$ cat src/uig_pkg.sv
// Purpose: Shared constants and carrier types for the interrupt gating block.
// Assumes: One controller clock; 32-bit register port with byte addresses.
// Notes: Printed offsets are word aligned, so they serve as byte addresses.
package uig_pkg;

  ////////////////////////////////////////////////////////////////////////////
  // Widths.
  localparam int unsigned ADDR_W = 32;
  localparam int unsigned DATA_W = 32;
  localparam int unsigned EP_NUM = 6;
  localparam int unsigned EVT_NUM = 7;
  localparam int unsigned TOP_NUM = 8;
  localparam int unsigned SYNC_STAGES = 2;

  ////////////////////////////////////////////////////////////////////////////
  // Register offsets.
  localparam logic [31:0] TOP_IRQ_OFS = 32'hb000_6000;
  localparam logic [31:0] TOP_IRQ_ENABLE_OFS = 32'hb000_6008;
  localparam logic [31:0] BUS_EVENT_STATUS_OFS = 32'hb000_6010;
  localparam logic [31:0] BUS_EVENT_ENABLE_OFS = 32'hb000_6014;

  ////////////////////////////////////////////////////////////////////////////
  // Values after reset.
  localparam logic [7:0] TOP_IRQ_ENABLE_RST = 8'h01;
  localparam logic [6:0] BUS_EVENT_ENABLE_RST = 7'h40;
  localparam logic [6:0] BUS_EVENT_STATUS_RST = 7'h08;

  ////////////////////////////////////////////////////////////////////////////
  // Field positions.
  localparam int unsigned TOP_BUS_EVT_BIT = 0;
  localparam int unsigned TOP_CTRL_EP_BIT = 1;
  localparam int unsigned TOP_EP_LO_BIT = 2;
  localparam int unsigned CLK_USABLE_BIT = 6;
  localparam int unsigned DMA_DONE_BIT = 5;
  localparam int unsigned HS_SETTLED_BIT = 4;
  localparam int unsigned SUSPEND_BIT = 3;
  localparam int unsigned RESUME_BIT = 2;
  localparam int unsigned PORT_RESET_END_BIT = 1;
  localparam int unsigned FRAME_START_BIT = 0;

  ////////////////////////////////////////////////////////////////////////////
  // Carriers.
  typedef struct packed {
    logic [31:0] addr;
    logic [31:0] wdata;
    logic wr;
    logic rd;
  } uig_bus_req_t;

  typedef struct packed {
    logic dma_done;
    logic hs_settled;
    logic suspend;
    logic resume;
    logic port_reset_end;
    logic frame_start;
  } uig_evt_t;

endpackage

$ cat src/uig_sync_rise.sv
// Purpose: Two-stage synchroniser with a rising-edge pulse behind it.
// Assumes: The input level is asynchronous to i_clk.
// Notes: The first stage feeds only the second stage.
`timescale 1ns/100ps
module uig_sync_rise (
  input wire logic i_clk,
  input wire logic i_rst_n,
  input wire logic i_level,
  output logic o_rise
);

  typedef struct packed {
    logic [uig_pkg::SYNC_STAGES-1:0] sync;
    logic prev;
    logic rise;
  } uig_sync_state_t;

  uig_sync_state_t state_r;
  uig_sync_state_t state_nxt;

  ////////////////////////////////////////////////////////////////////////////
  // Shift the level in and mark its rising edge.
  always_comb
  begin
    state_nxt = state_r;
    state_nxt.sync = {state_r.sync[0], i_level};
    state_nxt.prev = state_r.sync[1];
    state_nxt.rise = state_r.sync[1] & ~state_r.prev;
  end

  always_ff @(posedge i_clk or negedge i_rst_n)
  begin
    if (!i_rst_n)
    begin
      state_r <= '0;
    end
    else
    begin
      state_r <= state_nxt;
    end
  end

  assign o_rise = state_r.rise;

endmodule

$ cat src/uig_flag_bank.sv
// Purpose: Bank of sticky flags that hardware sets and software clears.
// Assumes: Set and clear vectors come from logic on i_clk.
// Notes: A set in the same cycle as a clear keeps the flag set.
`timescale 1ns/100ps
module uig_flag_bank #(
  parameter int unsigned N = 7,
  parameter logic [N-1:0] RST = '0
) (
  input wire logic i_clk,
  input wire logic i_rst_n,
  input wire logic [N-1:0] i_set,
  input wire logic [N-1:0] i_clr,
  output logic [N-1:0] o_flags
);

  typedef struct packed {
    logic [N-1:0] flag;
  } uig_flag_state_t;

  uig_flag_state_t state_r;
  uig_flag_state_t state_nxt;

  ////////////////////////////////////////////////////////////////////////////
  // Each bit sets on its event and clears on a written one.
  always_comb
  begin
    state_nxt = state_r;
    for (int k = 0; k < N; k++)
    begin
      state_nxt.flag[k] = i_set[k] | (state_r.flag[k] & ~i_clr[k]);
    end
  end

  always_ff @(posedge i_clk or negedge i_rst_n)
  begin
    if (!i_rst_n)
    begin
      state_r.flag <= RST;
    end
    else
    begin
      state_r <= state_nxt;
    end
  end

  assign o_flags = state_r.flag;

endmodule

$ cat src/uig_irq_gate.sv
// Purpose: Interrupt gating for a USB device controller.
// Assumes: Endpoint pending levels and bus event pulses come from logic on i_clk.
// Notes: The usable-clock level comes from the transceiver and is synchronised.
//
// The implementer's own choice: the strobed register port.
`timescale 1ns/100ps

////////////////////////////////////////////////////////////////////////////////
module uig_irq_gate (
  input wire logic i_clk,
  input wire logic i_rst_n,
  input wire uig_pkg::uig_bus_req_t i_bus,
  input wire logic [uig_pkg::EP_NUM-1:0] i_ep_pend,
  input wire logic i_ctrl_ep_pend,
  input wire logic i_clk_usable,
  input wire uig_pkg::uig_evt_t i_evt,
  output logic [uig_pkg::DATA_W-1:0] o_rdata,
  output logic o_irq
);

  ////////////////////////////////////////////////////////////////////////////
  // State.
  typedef struct packed {
    logic [uig_pkg::TOP_NUM-1:0] top_en;
    logic [uig_pkg::EVT_NUM-1:0] evt_en;
    logic irq;
    logic [uig_pkg::DATA_W-1:0] rdata;
  } uig_gate_state_t;

  uig_gate_state_t state_r;
  uig_gate_state_t state_nxt;

  logic clk_rise;
  logic [uig_pkg::EVT_NUM-1:0] evt_set;
  logic [uig_pkg::EVT_NUM-1:0] evt_clr;
  logic [uig_pkg::EVT_NUM-1:0] evt_stat;
  logic bus_pend;
  logic [uig_pkg::TOP_NUM-1:0] top_pend;

  ////////////////////////////////////////////////////////////////////////////
  // Address decode shared by reads and writes.
  function automatic logic hit(input logic [31:0] addr, input logic [31:0] ofs);
    hit = (addr == ofs);
  endfunction

  ////////////////////////////////////////////////////////////////////////////
  // Usable-clock edge from the transceiver.
  uig_sync_rise u_clk_ok (
    .i_clk(i_clk),
    .i_rst_n(i_rst_n),
    .i_level(i_clk_usable),
    .o_rise(clk_rise)
  );

  ////////////////////////////////////////////////////////////////////////////
  // Event sources and write-one-to-clear.
  always_comb
  begin
    evt_set = '0;
    evt_set[uig_pkg::CLK_USABLE_BIT] = clk_rise;
    evt_set[uig_pkg::DMA_DONE_BIT] = i_evt.dma_done;
    evt_set[uig_pkg::HS_SETTLED_BIT] = i_evt.hs_settled;
    evt_set[uig_pkg::SUSPEND_BIT] = i_evt.suspend;
    evt_set[uig_pkg::RESUME_BIT] = i_evt.resume;
    evt_set[uig_pkg::PORT_RESET_END_BIT] = i_evt.port_reset_end;
    evt_set[uig_pkg::FRAME_START_BIT] = i_evt.frame_start;
    evt_clr = '0;
    if (i_bus.wr && hit(i_bus.addr, uig_pkg::BUS_EVENT_STATUS_OFS))
    begin
      evt_clr = i_bus.wdata[uig_pkg::EVT_NUM-1:0];
    end
  end

  uig_flag_bank #(
    .N(uig_pkg::EVT_NUM),
    .RST(uig_pkg::BUS_EVENT_STATUS_RST)
  ) u_status (
    .i_clk(i_clk),
    .i_rst_n(i_rst_n),
    .i_set(evt_set),
    .i_clr(evt_clr),
    .o_flags(evt_stat)
  );

  ////////////////////////////////////////////////////////////////////////////
  // Pending sources.
  always_comb
  begin
    bus_pend = |(evt_stat & state_r.evt_en);
    top_pend = {i_ep_pend, i_ctrl_ep_pend, bus_pend};
  end

  ////////////////////////////////////////////////////////////////////////////
  // Register writes, read answer and interrupt.
  always_comb
  begin
    state_nxt = state_r;
    state_nxt.irq = |(top_pend & state_r.top_en);
    if (i_bus.wr && hit(i_bus.addr, uig_pkg::TOP_IRQ_ENABLE_OFS))
    begin
      state_nxt.top_en = i_bus.wdata[uig_pkg::TOP_NUM-1:0];
    end
    if (i_bus.wr && hit(i_bus.addr, uig_pkg::BUS_EVENT_ENABLE_OFS))
    begin
      state_nxt.evt_en = i_bus.wdata[uig_pkg::EVT_NUM-1:0];
    end
    state_nxt.rdata = '0;
    if (i_bus.rd)
    begin
      case (1'b1)
        hit(i_bus.addr, uig_pkg::TOP_IRQ_OFS):
        begin
          state_nxt.rdata = {24'h00_0000, top_pend};
        end
        hit(i_bus.addr, uig_pkg::TOP_IRQ_ENABLE_OFS):
        begin
          state_nxt.rdata = {24'h00_0000, state_r.top_en};
        end
        hit(i_bus.addr, uig_pkg::BUS_EVENT_STATUS_OFS):
        begin
          state_nxt.rdata = {25'h000_0000, evt_stat};
        end
        hit(i_bus.addr, uig_pkg::BUS_EVENT_ENABLE_OFS):
        begin
          state_nxt.rdata = {25'h000_0000, state_r.evt_en};
        end
        default:
        begin
          state_nxt.rdata = '0;
        end
      endcase
    end
  end

  always_ff @(posedge i_clk or negedge i_rst_n)
  begin
    if (!i_rst_n)
    begin
      state_r.top_en <= uig_pkg::TOP_IRQ_ENABLE_RST;
      state_r.evt_en <= uig_pkg::BUS_EVENT_ENABLE_RST;
      state_r.irq <= 1'b0;
      state_r.rdata <= '0;
    end
    else
    begin
      state_r <= state_nxt;
    end
  end

  assign o_rdata = state_r.rdata;
  assign o_irq = state_r.irq;

  ////////////////////////////////////////////////////////////////////////////
  // Checks.
  logic seen_r;

  always_ff @(posedge i_clk or negedge i_rst_n)
  begin
    if (!i_rst_n)
    begin
      seen_r <= 1'b0;
    end
    else
    begin
      seen_r <= 1'b1;
    end
  end

  for (genvar g = 0; g < uig_pkg::EVT_NUM; g++)
  begin : g_evt_chk

  end
endmodule

$ cat config.mk
export PLATFORM = sky130hd
export DESIGN_NAME = uig_irq_gate
export DESIGN_NICKNAME = d
export VERILOG_FILES = /design/src/uig_pkg.sv /design/src/uig_sync_rise.sv /design/src/uig_flag_bank.sv /design/src/uig_irq_gate.sv
export SDC_FILE = /design/constraint.sdc
export NUM_CORES = 1
export LEC_CHECK = 0
export CAP_MARGIN = 20
export CORE_ASPECT_RATIO = 0.8
export CORE_UTILIZATION = 30
export DETAILED_ROUTE_END_ITERATION = 12
export DONT_BUFFER_PORTS = 1
export MAX_ROUTING_LAYER = met4
export PLACE_DENSITY_LB_ADDON = 0.1
export SLEW_MARGIN = 20
export SYNTH_ARGS = -nofsm -noshare
export SYNTH_HDL_FRONTEND = slang
export SYNTH_SLANG_ARGS = --single-unit
$ cat constraint.sdc
create_clock -name i_clk -period 1.7 [get_ports i_clk]
set_input_delay 0.085 -clock i_clk [delete_from_list [all_inputs] [get_ports i_clk]]
set_output_delay 0.085 -clock i_clk [all_outputs]
set_load 0.005 [all_outputs]
Word-level counts from Yosys, hierarchy flattened
Index checks and enable logic that the tools add are counted.

Add/subtract/negate cells: 0. Multiply operators: 0. Div/mod/pow operators: 0. Order comparisons: 0. Equality and inequality tests: 4. Shifts and indexed selects: 0. Muxes and demuxes: 6. Bitwise operators: 25. Reduce and logical (&&, ||, !) cells: 5.

Operators by type and width (number): 32-bit == test (second input constant) (4); 32-bit 2-to-1 mux (1); 7-bit 2-to-1 mux (3); 8-bit 2-to-1 mux (2); 1-bit AND (8); 8-bit AND (1); 1-bit NOT (8); 8-bit OR reduction (1); 7-bit AND (1); 1-bit bitwise OR (7); 7-bit OR reduction (1); 1-bit logical AND (3).

Bits in registers: 59. Bits in latches: 0. RAM bits: 0. Bits in read-only memories: 0. Input port bits: 82. Output and inout port bits: 33. Logic and storage cells: 48. Memories kept: 0.

Depth between registers and ports, before layout
Gate-level depths: netlist (run 1).

Word-level depth: 6. Depth in mapped cells: 6. Gate-level depth less buffers: 4.

Modules after synthesis
From an unflattened synthesis (run 1), not the netlist that was laid out.

Cells, all modules: 190. Area, all modules: 1966.9 um2.

Modules (own cells, without submodules): uig_irq_gate (times used 1, cells each 164, area an instance 1597.8 um2); uig_flag_bank (times used 1, cells each 21, area an instance 255.2 um2); uig_sync_rise (times used 1, cells each 5, area an instance 113.9 um2).

Worst setup path after synthesis (run 1)
OpenSTA, ideal clock, no wires.

Path kind: input to register. Start: input port i_bus[56] in the netlist's numbering. End: register state_r[41] in the netlist's numbering. Setup time: 0.125 ns. Data arrival time: 1.581 ns. Required time: 1.575 ns. Slack: -0.006 ns. Cell stages on the path: 4. Path buffers: 0. Cells stage by stage: nor4_1 -> nand4_2 -> nor4_4 -> mux2_2.

Longest elaborated chain between the ends: 2.

RTL lines: from (decl) (line uig_irq_gate.sv:12) `input wire uig_pkg::uig_bus_req_t i_bus,`; 32-bit == test (line uig_irq_gate.sv:43) `hit = (addr == ofs);`; 1-bit logical AND (line uig_irq_gate.sv:99) `if (i_bus.wr && hit(i_bus.addr, uig_pkg::TOP_IRQ_ENABLE_OFS))`; to (signal assigned) (line uig_irq_gate.sv:146) `state_r <= state_nxt;`; to (decl) (line uig_irq_gate.sv:30) `uig_gate_state_t state_r;`.

Every way passes these cells. A chain may end at the register's enable or synchronous reset.

==> impl_metrics.csv, run 1 <==
group,metric,value,unit
pwr,power.density,666,nW/µm²
grt,grt_pass1_wl,8310,µm
clock_tree,insertion_delay,0.29,ns
logic_synthesis,synth-seq-cells,35,
cells_and_area,drive_gt1_share,20.7,%
floorplan,rows,26,
logic_synthesis,synth_area_leader_cell,"dfrtp_1",
clock_tree,clkTransAtPathRegs,0.08,ns
logic_synthesis,ys_seq_area_share,43.2,%
worst_setup_path,critical_path_required,1.86,ns
cells_and_area,final_core_util,36.2,%
logic_synthesis,synth_top_area_share,39.4,%
floorplan,start_util,31.4,%
logic_synthesis,synth_warnings,0,
clock_tree,cts_sinks,35,
worst_setup_path,worstSetupPathType,"register to register",
worst_setup_path,arrival,1.74,ns
grt,overflow,0,
timing,fmax,634,MHz
clock_tree,cts_tree,"built",
placement,dp_worst_setup_slack,-0.00238,ns
worst_setup_path,path_max_fanout,4,
route,drc_errors,0,
floorplan,coreArea,6470,µm²
logic_synthesis,synthDistinctLibCells,38,
grt,antenna_found_initial,0,
cells_and_area,antenna_cells,0,
cells_and_area,area_growth,15.3,%
logic_synthesis,synth.avg_cell_area,10.8,µm²
pwr,ir_worst_vdd,318,µV
floorplan,io_pins,115,
logic_synthesis,async_reset_ff_share,100,%
clock_tree,postCtsSetupBuffers,0,
logic_synthesis,ys.flop_type,"dfrtp_1",
timing,min_period,1.58,ns
job,maxCapViolCount,0,
placement,io_buffers,0,
worst_setup_path,start_kind,"register",
clock_tree,root_buffer,"clkbuf_8",
route,ant_nets,0,
logic_synthesis,synthTopCellsByCount,"buf_4 (32), dfrtp_1 (32), mux2_2 (17)",
worst_setup_path,r2r_setup_slack,0.12,ns
clock_tree,cts_buffer_depth,2,
timing,finClkSkew,0.00953,ns
clock_tree,cts_made_buffers,5,
route,via_per_inst,5.05,
route,drt_iter0_drc,74,
worst_setup_path,r2r-end,"o_irq$_DFF_PN0_",
worst_setup_path,r2r_start,"state_r[43]$_DFFE_PN0P_",
timing,finalSetupViolCount,0,
logic_synthesis,netlist_area,2030,µm²
logic_synthesis,synth_area_leaders,"dfrtp_1 (39%), buf_4 (12%), mux2_2 (9.4%)",
timing,slew_viol_final,0,
route,wl,5350,µm
worst_hold_path,hp-start,"i_bus[8]",
floorplan,die_y,75.7,µm
timing,rsz0062_at_grt,"no",
route,wl_per_cell,18.0,µm
route,vias,1499,
worst_hold_path,min_path_cells,3,
clock_tree,htreeDepth,2,
pwr,leakagePower,0.977,nW
worst_setup_path,cp-startpoint,"state_r[43]$_DFFE_PN0P_",
grt,grt_usage,16.5,%
worst_setup_path,cp-end-kind,"register",
floorplan,dieArea,7120,µm²
timing,setup_slack,0.122,ns
worst_hold_path,holdPathEnd,"u_status.o_flags[6]$_DFF_PN0_",
placement,finalWeightedCongestion,0.794,
logic_synthesis,syn_inst,189,
grt,grt_pass1_vias,1570,
timing,fin_crit_sh,92.8,%
floorplan,die_w,94.1,µm
logic_synthesis,synth-edff-count,0,
route,firstDrtPassIters,5,
placement,hpwlAfterDp,4090,µm
timing,hold_viol_final,0,
cells_and_area,nets,294,
worst_hold_path,min_path_type,"input pin to register",
grt,grt_max_degree,36,
outcome,status,"finished, final reports clean",
worst_setup_path,reg2regPathDepth,3,
-- kinds of logic after synthesis --
logic type / count (synthesis) / share of synthesized area [%]
flip-flops: 35 / 43.2
multiplexers: 20 / 10.9
other: 1 / 0.184
buffers and inverters: 42 / 13.8
AO/OA/AOI/OAI: 34 / 11.9
AND/OR/NAND/NOR: 57 / 20.0
-- sequential cells by signal, summed over array words and instances, names as in the netlist --
signal              flops
state_r                15
o_rdata                 8
u_status.o_flags        7
u_clk_ok.state_nxt      2
o_irq                   1
u_clk_ok.o_rise         1
u_clk_ok.state_r        1
-- where the power goes --
part,switching [W],internal [W],total [W]
logic,0.0000622,0.0000643,0.000126
registers,0.00000121,0.000837,0.000838
clock network,0.000309,0.000287,0.000596
-- through the flow --
| step | hold WS [ns] | cells | total power (W) | area, µm² | TNS (ns) |
|---|---|---|---|---|---|
| after CTS | 0.00316 | 297 | 0.00158 | 2340 | 0 |
| final | 0.00732 | 297 | 0.00156 | 2340 | 0 |
| after floorplan | -0.211 | 212 | 0.000958 | 2120 | 0 |
| after global routing | 0.00964 | 297 | 0.00164 | 2340 | 0 |
| after global placement | -0.209 | 266 | 0.000918 | 2020 | 0 |
| after detailed placement | -0.209 | 266 | 0.000919 | 2020 | -0.00238 |
-- routing by layer --
| layer | up-vias | track usage [%] | wire (µm) |
|---|---|---|---|
| met5 | - | - | 0 |
| met4 | 0 | 5.13 | 30 |
| met3 | 4 | 4.39 | 350 |
| met2 | 71 | 25.6 | 2550 |
| met1 | 738 | 21.3 | 2420 |
| li1 | 686 | - | - |
-- final cells by class --
type                            count  area, µm²
Fill cell                         655       4130
Multi-Input combinational cell    135        960
Sequential cell                    35        880
Timing Repair Buffer               31        300
Tap cell                           84        105
Clock buffer                        6       72.6
Inverter                            4       15.0
Clock inverter                      2       12.5
-- how the worst max path moves through the flow --
| stage | endpoint | slack [ns] | cells past startpoint |
|---|---|---|---|
| 5_1_grt | o_irq$_DFF_PN0_ | 0.06 | 3 |
| 3_5_place_dp | state_r[35]$_DFFE_PN0P_ | -0.002 | 5 |
| 6_report | o_irq$_DFF_PN0_ | 0.12 | 3 |
| 3_3_place_gp | state_r[38]$_DFFE_PN0P_ | 0.04 | 5 |
| 2_1_floorplan | state_r[41]$_DFFE_PN0P_ | 0.001 | 5 |
| 4_1_cts | o_irq$_DFF_PN0_ | 0.17 | 3 |
-- worst max-delay path, stage by stage (launching register included) --
cell and delay, ns:
dfrtp_1 0.43, a222oi_1 0.35, dlygate4sd3_1 0.60, nand4_1 0.07
-- cell usage in the layout (no fill, tap or decap), types with 2 or more instances in the layout --
| cell | count |
|---|---|
| mux2i_1 | 3 |
| nor2b_1 | 2 |
| conb_1 | 24 |
| nor3_1 | 5 |
| o22ai_1 | 3 |
| or3_1 | 2 |
| o221ai_1 | 2 |
| inv_1 | 4 |
| mux2_2 | 17 |
| nor4b_2 | 2 |
| a22oi_1 | 7 |
| buf_4 | 8 |
| nand3b_1 | 7 |
| a21oi_1 | 9 |
| dlygate4sd3_1 | 22 |
| o21bai_1 | 3 |
| a221oi_1 | 3 |
| nor2_1 | 4 |
| nor4_1 | 2 |
| a222oi_1 | 2 |
| and2_1 | 4 |
| nand3_1 | 2 |
| dfstp_2 | 3 |
| nand4_1 | 3 |
| nand2b_1 | 5 |
| dfrtp_1 | 32 |
| nor4_4 | 2 |
| clkbuf_8 | 5 |
| o31ai_1 | 4 |
| nand2_1 | 10 |
-- timing repair --
item,in CTS,in global routing
endpoints found under the setup margin,0,0
endpoints found under the hold margin,58,0
gates resized for setup,0,0
hold buffers,23,0
(Power assumes the default switching activity.)
==> inputs of run 2 (changes only) <==
SYNTH_HIERARCHICAL = 1   (was not set)
==> impl_metrics.csv, run 2 <==
group,metric,value,unit
outcome,status,"finished, final reports clean",
worst_setup_path,crit_chain,"nor4b_1 -> nand4_1 -> nor4_4 -> buf_4 -> mux2_2",
grt,overflow,0,
route,top_layer_used,"met4",
worst_setup_path,crit_family,"simple AND/OR/NAND/NOR gates",
route,wl_met2,2010,µm
logic_synthesis,synth_warnings,6,
logic_synthesis,netlist_area,1970,µm²
logic_synthesis,synth-edff-count,0,
worst_setup_path,r2r_setup_slack,0.39,ns
timing,fmax,702,MHz
cells_and_area,largest_register_ffs,15,
timing,setup_tns,0,ns
clock_tree,cts_made_buffers,5,
pwr,intPower,0.00119,W
pwr,seq_power_share,54.2,%
pwr,combPwrFrac,8.5,%
route,wl_per_cell,15.0,µm
worst_hold_path,min_path_type,"input pin to register",
route,ant_nets,0,
timing,hold_viol_final,0,
cells_and_area,final_cell_mix,"dfrtp_1 (32), conb_1 (24), dlygate4sd3_1 (24), inv_1 (16), mux2_2 (15)",
cells_and_area,fill_cells,630,
worst_setup_path,arrival,1.59,ns
timing,relSlewSlack,65.6,%
clock_tree,cts_sinks,35,
route,wl_met3,306,µm
clock_tree,htreeDepth,2,
worst_setup_path,worstSetupPathType,"input pin to register",
floorplan,io_pins,115,
worst_setup_path,cp-end-kind,"register",
route,via_per_inst,4.66,
floorplan,start_util,32.2,%
timing,finalSetupViolCount,0,
placement,place_inst,260,
worst_setup_path,slowest_stage,"nor4b_1",
logic_synthesis,async_reset_ff_share,100,%
logic_synthesis,synthDistinctLibCells,30,
timing,slew_viol_final,0,
logic_synthesis,synth-seq-cells,35,
worst_setup_path,cpPeakStageDelay,0.42,ns
route,drc_errors,0,
grt,antenna_found_initial,0,
cells_and_area,largest_register,"state_r",
pwr,power.density,685,nW/µm²
placement,finalWeightedCongestion,0.831,
worst_setup_path,start_kind,"input pin",
logic_synthesis,ys.flop_type,"dfrtp_1",
route,vias,1364,
logic_synthesis,syn_inst,190,
job,maxCapViolCount,0,
cells_and_area,nets,293,
route,met1_length,2030,µm
pwr,clock_power_share,37.3,%
cells_and_area,instances_no_fill,293,
placement,hpwlAfterDp,3280,µm
clock_tree,clkTransAtPathRegs,0.07,ns
floorplan,rows,25,
timing,worst_slew_pin_slew,0.514,ns
clock_tree,insertion_delay,0.28,ns
grt,grt_pass1_wl,6860,µm
logic_synthesis,synth_top_area_share,40.7,%
logic_synthesis,synth_area_leader_cell,"dfrtp_1",
pwr,leakagePower,1.03,nW
cells_and_area,layout_commonest_cell,"dfrtp_1",
cells_and_area,drive_gt1_share,17.9,%
worst_setup_path,critical_path_required,1.87,ns
timing,rsz0062_at_grt,"no",
worst_setup_path,cp_num_buf_inv,1,
timing,fin_crit_sh,83.8,%
timing,finClkSkew,0.00562,ns
route,firstDrtPassIters,4,
clock_tree,cts_tree,"built",
cells_and_area,area_growth,15.0,%
clock_tree,root_buffer,"clkbuf_8",
logic_synthesis,ys_seq_area_share,44.7,%
logic_synthesis,synthTopCellsByCount,"buf_4 (32), dfrtp_1 (32), inv_1 (16)",
logic_synthesis,synth.avg_cell_area,10.4,µm²
cells_and_area,antenna_cells,0,
floorplan,die_w,92.5,µm
logic_synthesis,synth_area_leaders,"dfrtp_1 (41%), buf_4 (12%), mux2_2 (8.6%)",
grt,grt_pass1_vias,1352,
route,drt_iter0_drc,121,
route,wl,4390,µm
pwr,power.switching,0.000357,W
pwr,ir_worst_vdd,365,µV
worst_setup_path,path_max_fanout,8,
floorplan,die_y,74.4,µm
floorplan,dieArea,6890,µm²
clock_tree,cts_buffer_depth,2,
clock_tree,post_cts_resize_count,0,
grt,grt_max_degree,36,
grt,grt_usage,14.1,%
pwr,switching_share,23.1,%
placement,io_buffers,0,
timing,min_period,1.42,ns
floorplan,coreArea,6100,µm²
==> run 2: changes by cell type in the layout (fill, tap and decap cells not counted), moves of 7 or more <==
cell / before / now
inv_1: 4 / 16
a21o_1: 0 / 7
a21oi_1: 9 / 0
nor2_1: 4 / 11
nand3b_1: 7 / 0
==> run 2: cell families after synthesis <==
family | count (synthesis) | share of synthesized area, %
compound gates | 27 | 10.1
buf+inv | 53 | 16.3
flops | 35 | 44.7
mux | 16 | 9.10
other cells | 1 | 0.191
simple gates | 58 | 19.6
==> run 2: what timing repair did <==
| item | CTS | global route |
|---|---|---|
| hold buffers | 25 | 0 |
| hold endpoints to repair | 64 | 0 |
| setup buffers | 0 | 0 |
==> run 2: layout make-up <==
type,instances,area (µm²),area share [%]
Inverter,16,60.1,2.65
Clock inverter,2,12.5,0.553
Tap cell,81,101,4.48
Multi-Input combinational cell,125,853,37.7
Timing Repair Buffer,28,283,12.5
Clock buffer,6,72.6,3.21
Sequential cell,35,880,38.9
==> run 2: path summary, 6_finish.rpt <==
path,cells after the start,startpoint,endpoint
min in group asynchronous,2,i_rst_n,u_clk_ok/state_nxt[3]$_DFF_PN0_
min,2,i_ctrl_ep_pend,o_irq$_DFF_PN0_
min reg2reg,0,u_clk_ok/state_nxt[3]$_DFF_PN0_,u_clk_ok/state_nxt[1]$_DFF_PN0_
max in group asynchronous,2,i_rst_n,state_r[39]$_DFFE_PN1P_
max reg2reg,4,state_r[38]$_DFFE_PN0P_,o_irq$_DFF_PN0_
max,5,i_bus[49],state_r[47]$_DFFE_PN0P_
==> run 2: per-layer routing <==
metal	vias up	GRT usage (%)
met2	58	20.7
met3	4	4.70
met4	0	4.86
met5	-	-
li1	644	-
met1	658	18.3
==> run 2: per-stage QoR <==
| stage | util [%] | worst slack (ns) | instance area, µm² | total power [W] | hold WS [ns] |
|---|---|---|---|---|---|
| floorplan | - | 0.0737 | 2050 | 0.000960 | -0.211 |
| finish | 37.1 | 0.275 | 2260 | 0.00155 | 0.0165 |
| global placement | 31.4 | 0.0183 | 1920 | 0.000917 | -0.210 |
| global route | 37.1 | 0.0824 | 2260 | 0.00163 | 0.0205 |
| CTS | 37.1 | 0.248 | 2260 | 0.00157 | 0.00387 |
| detailed placement | 31.4 | -0.0519 | 1920 | 0.000918 | -0.210 |
==> run 2: power groups by stage <==
stage / Sequential, W / Combinational [W] / Clock, W
finish: 0.000840 / 0.000132 / 0.000578
global route: 0.000840 / 0.000149 / 0.000643
CTS: 0.000839 / 0.000133 / 0.000602
detailed placement: 0.000856 / 0.0000625 / 0
global placement: 0.000855 / 0.0000615 / 0
floorplan: 0.000855 / 0.000105 / 0
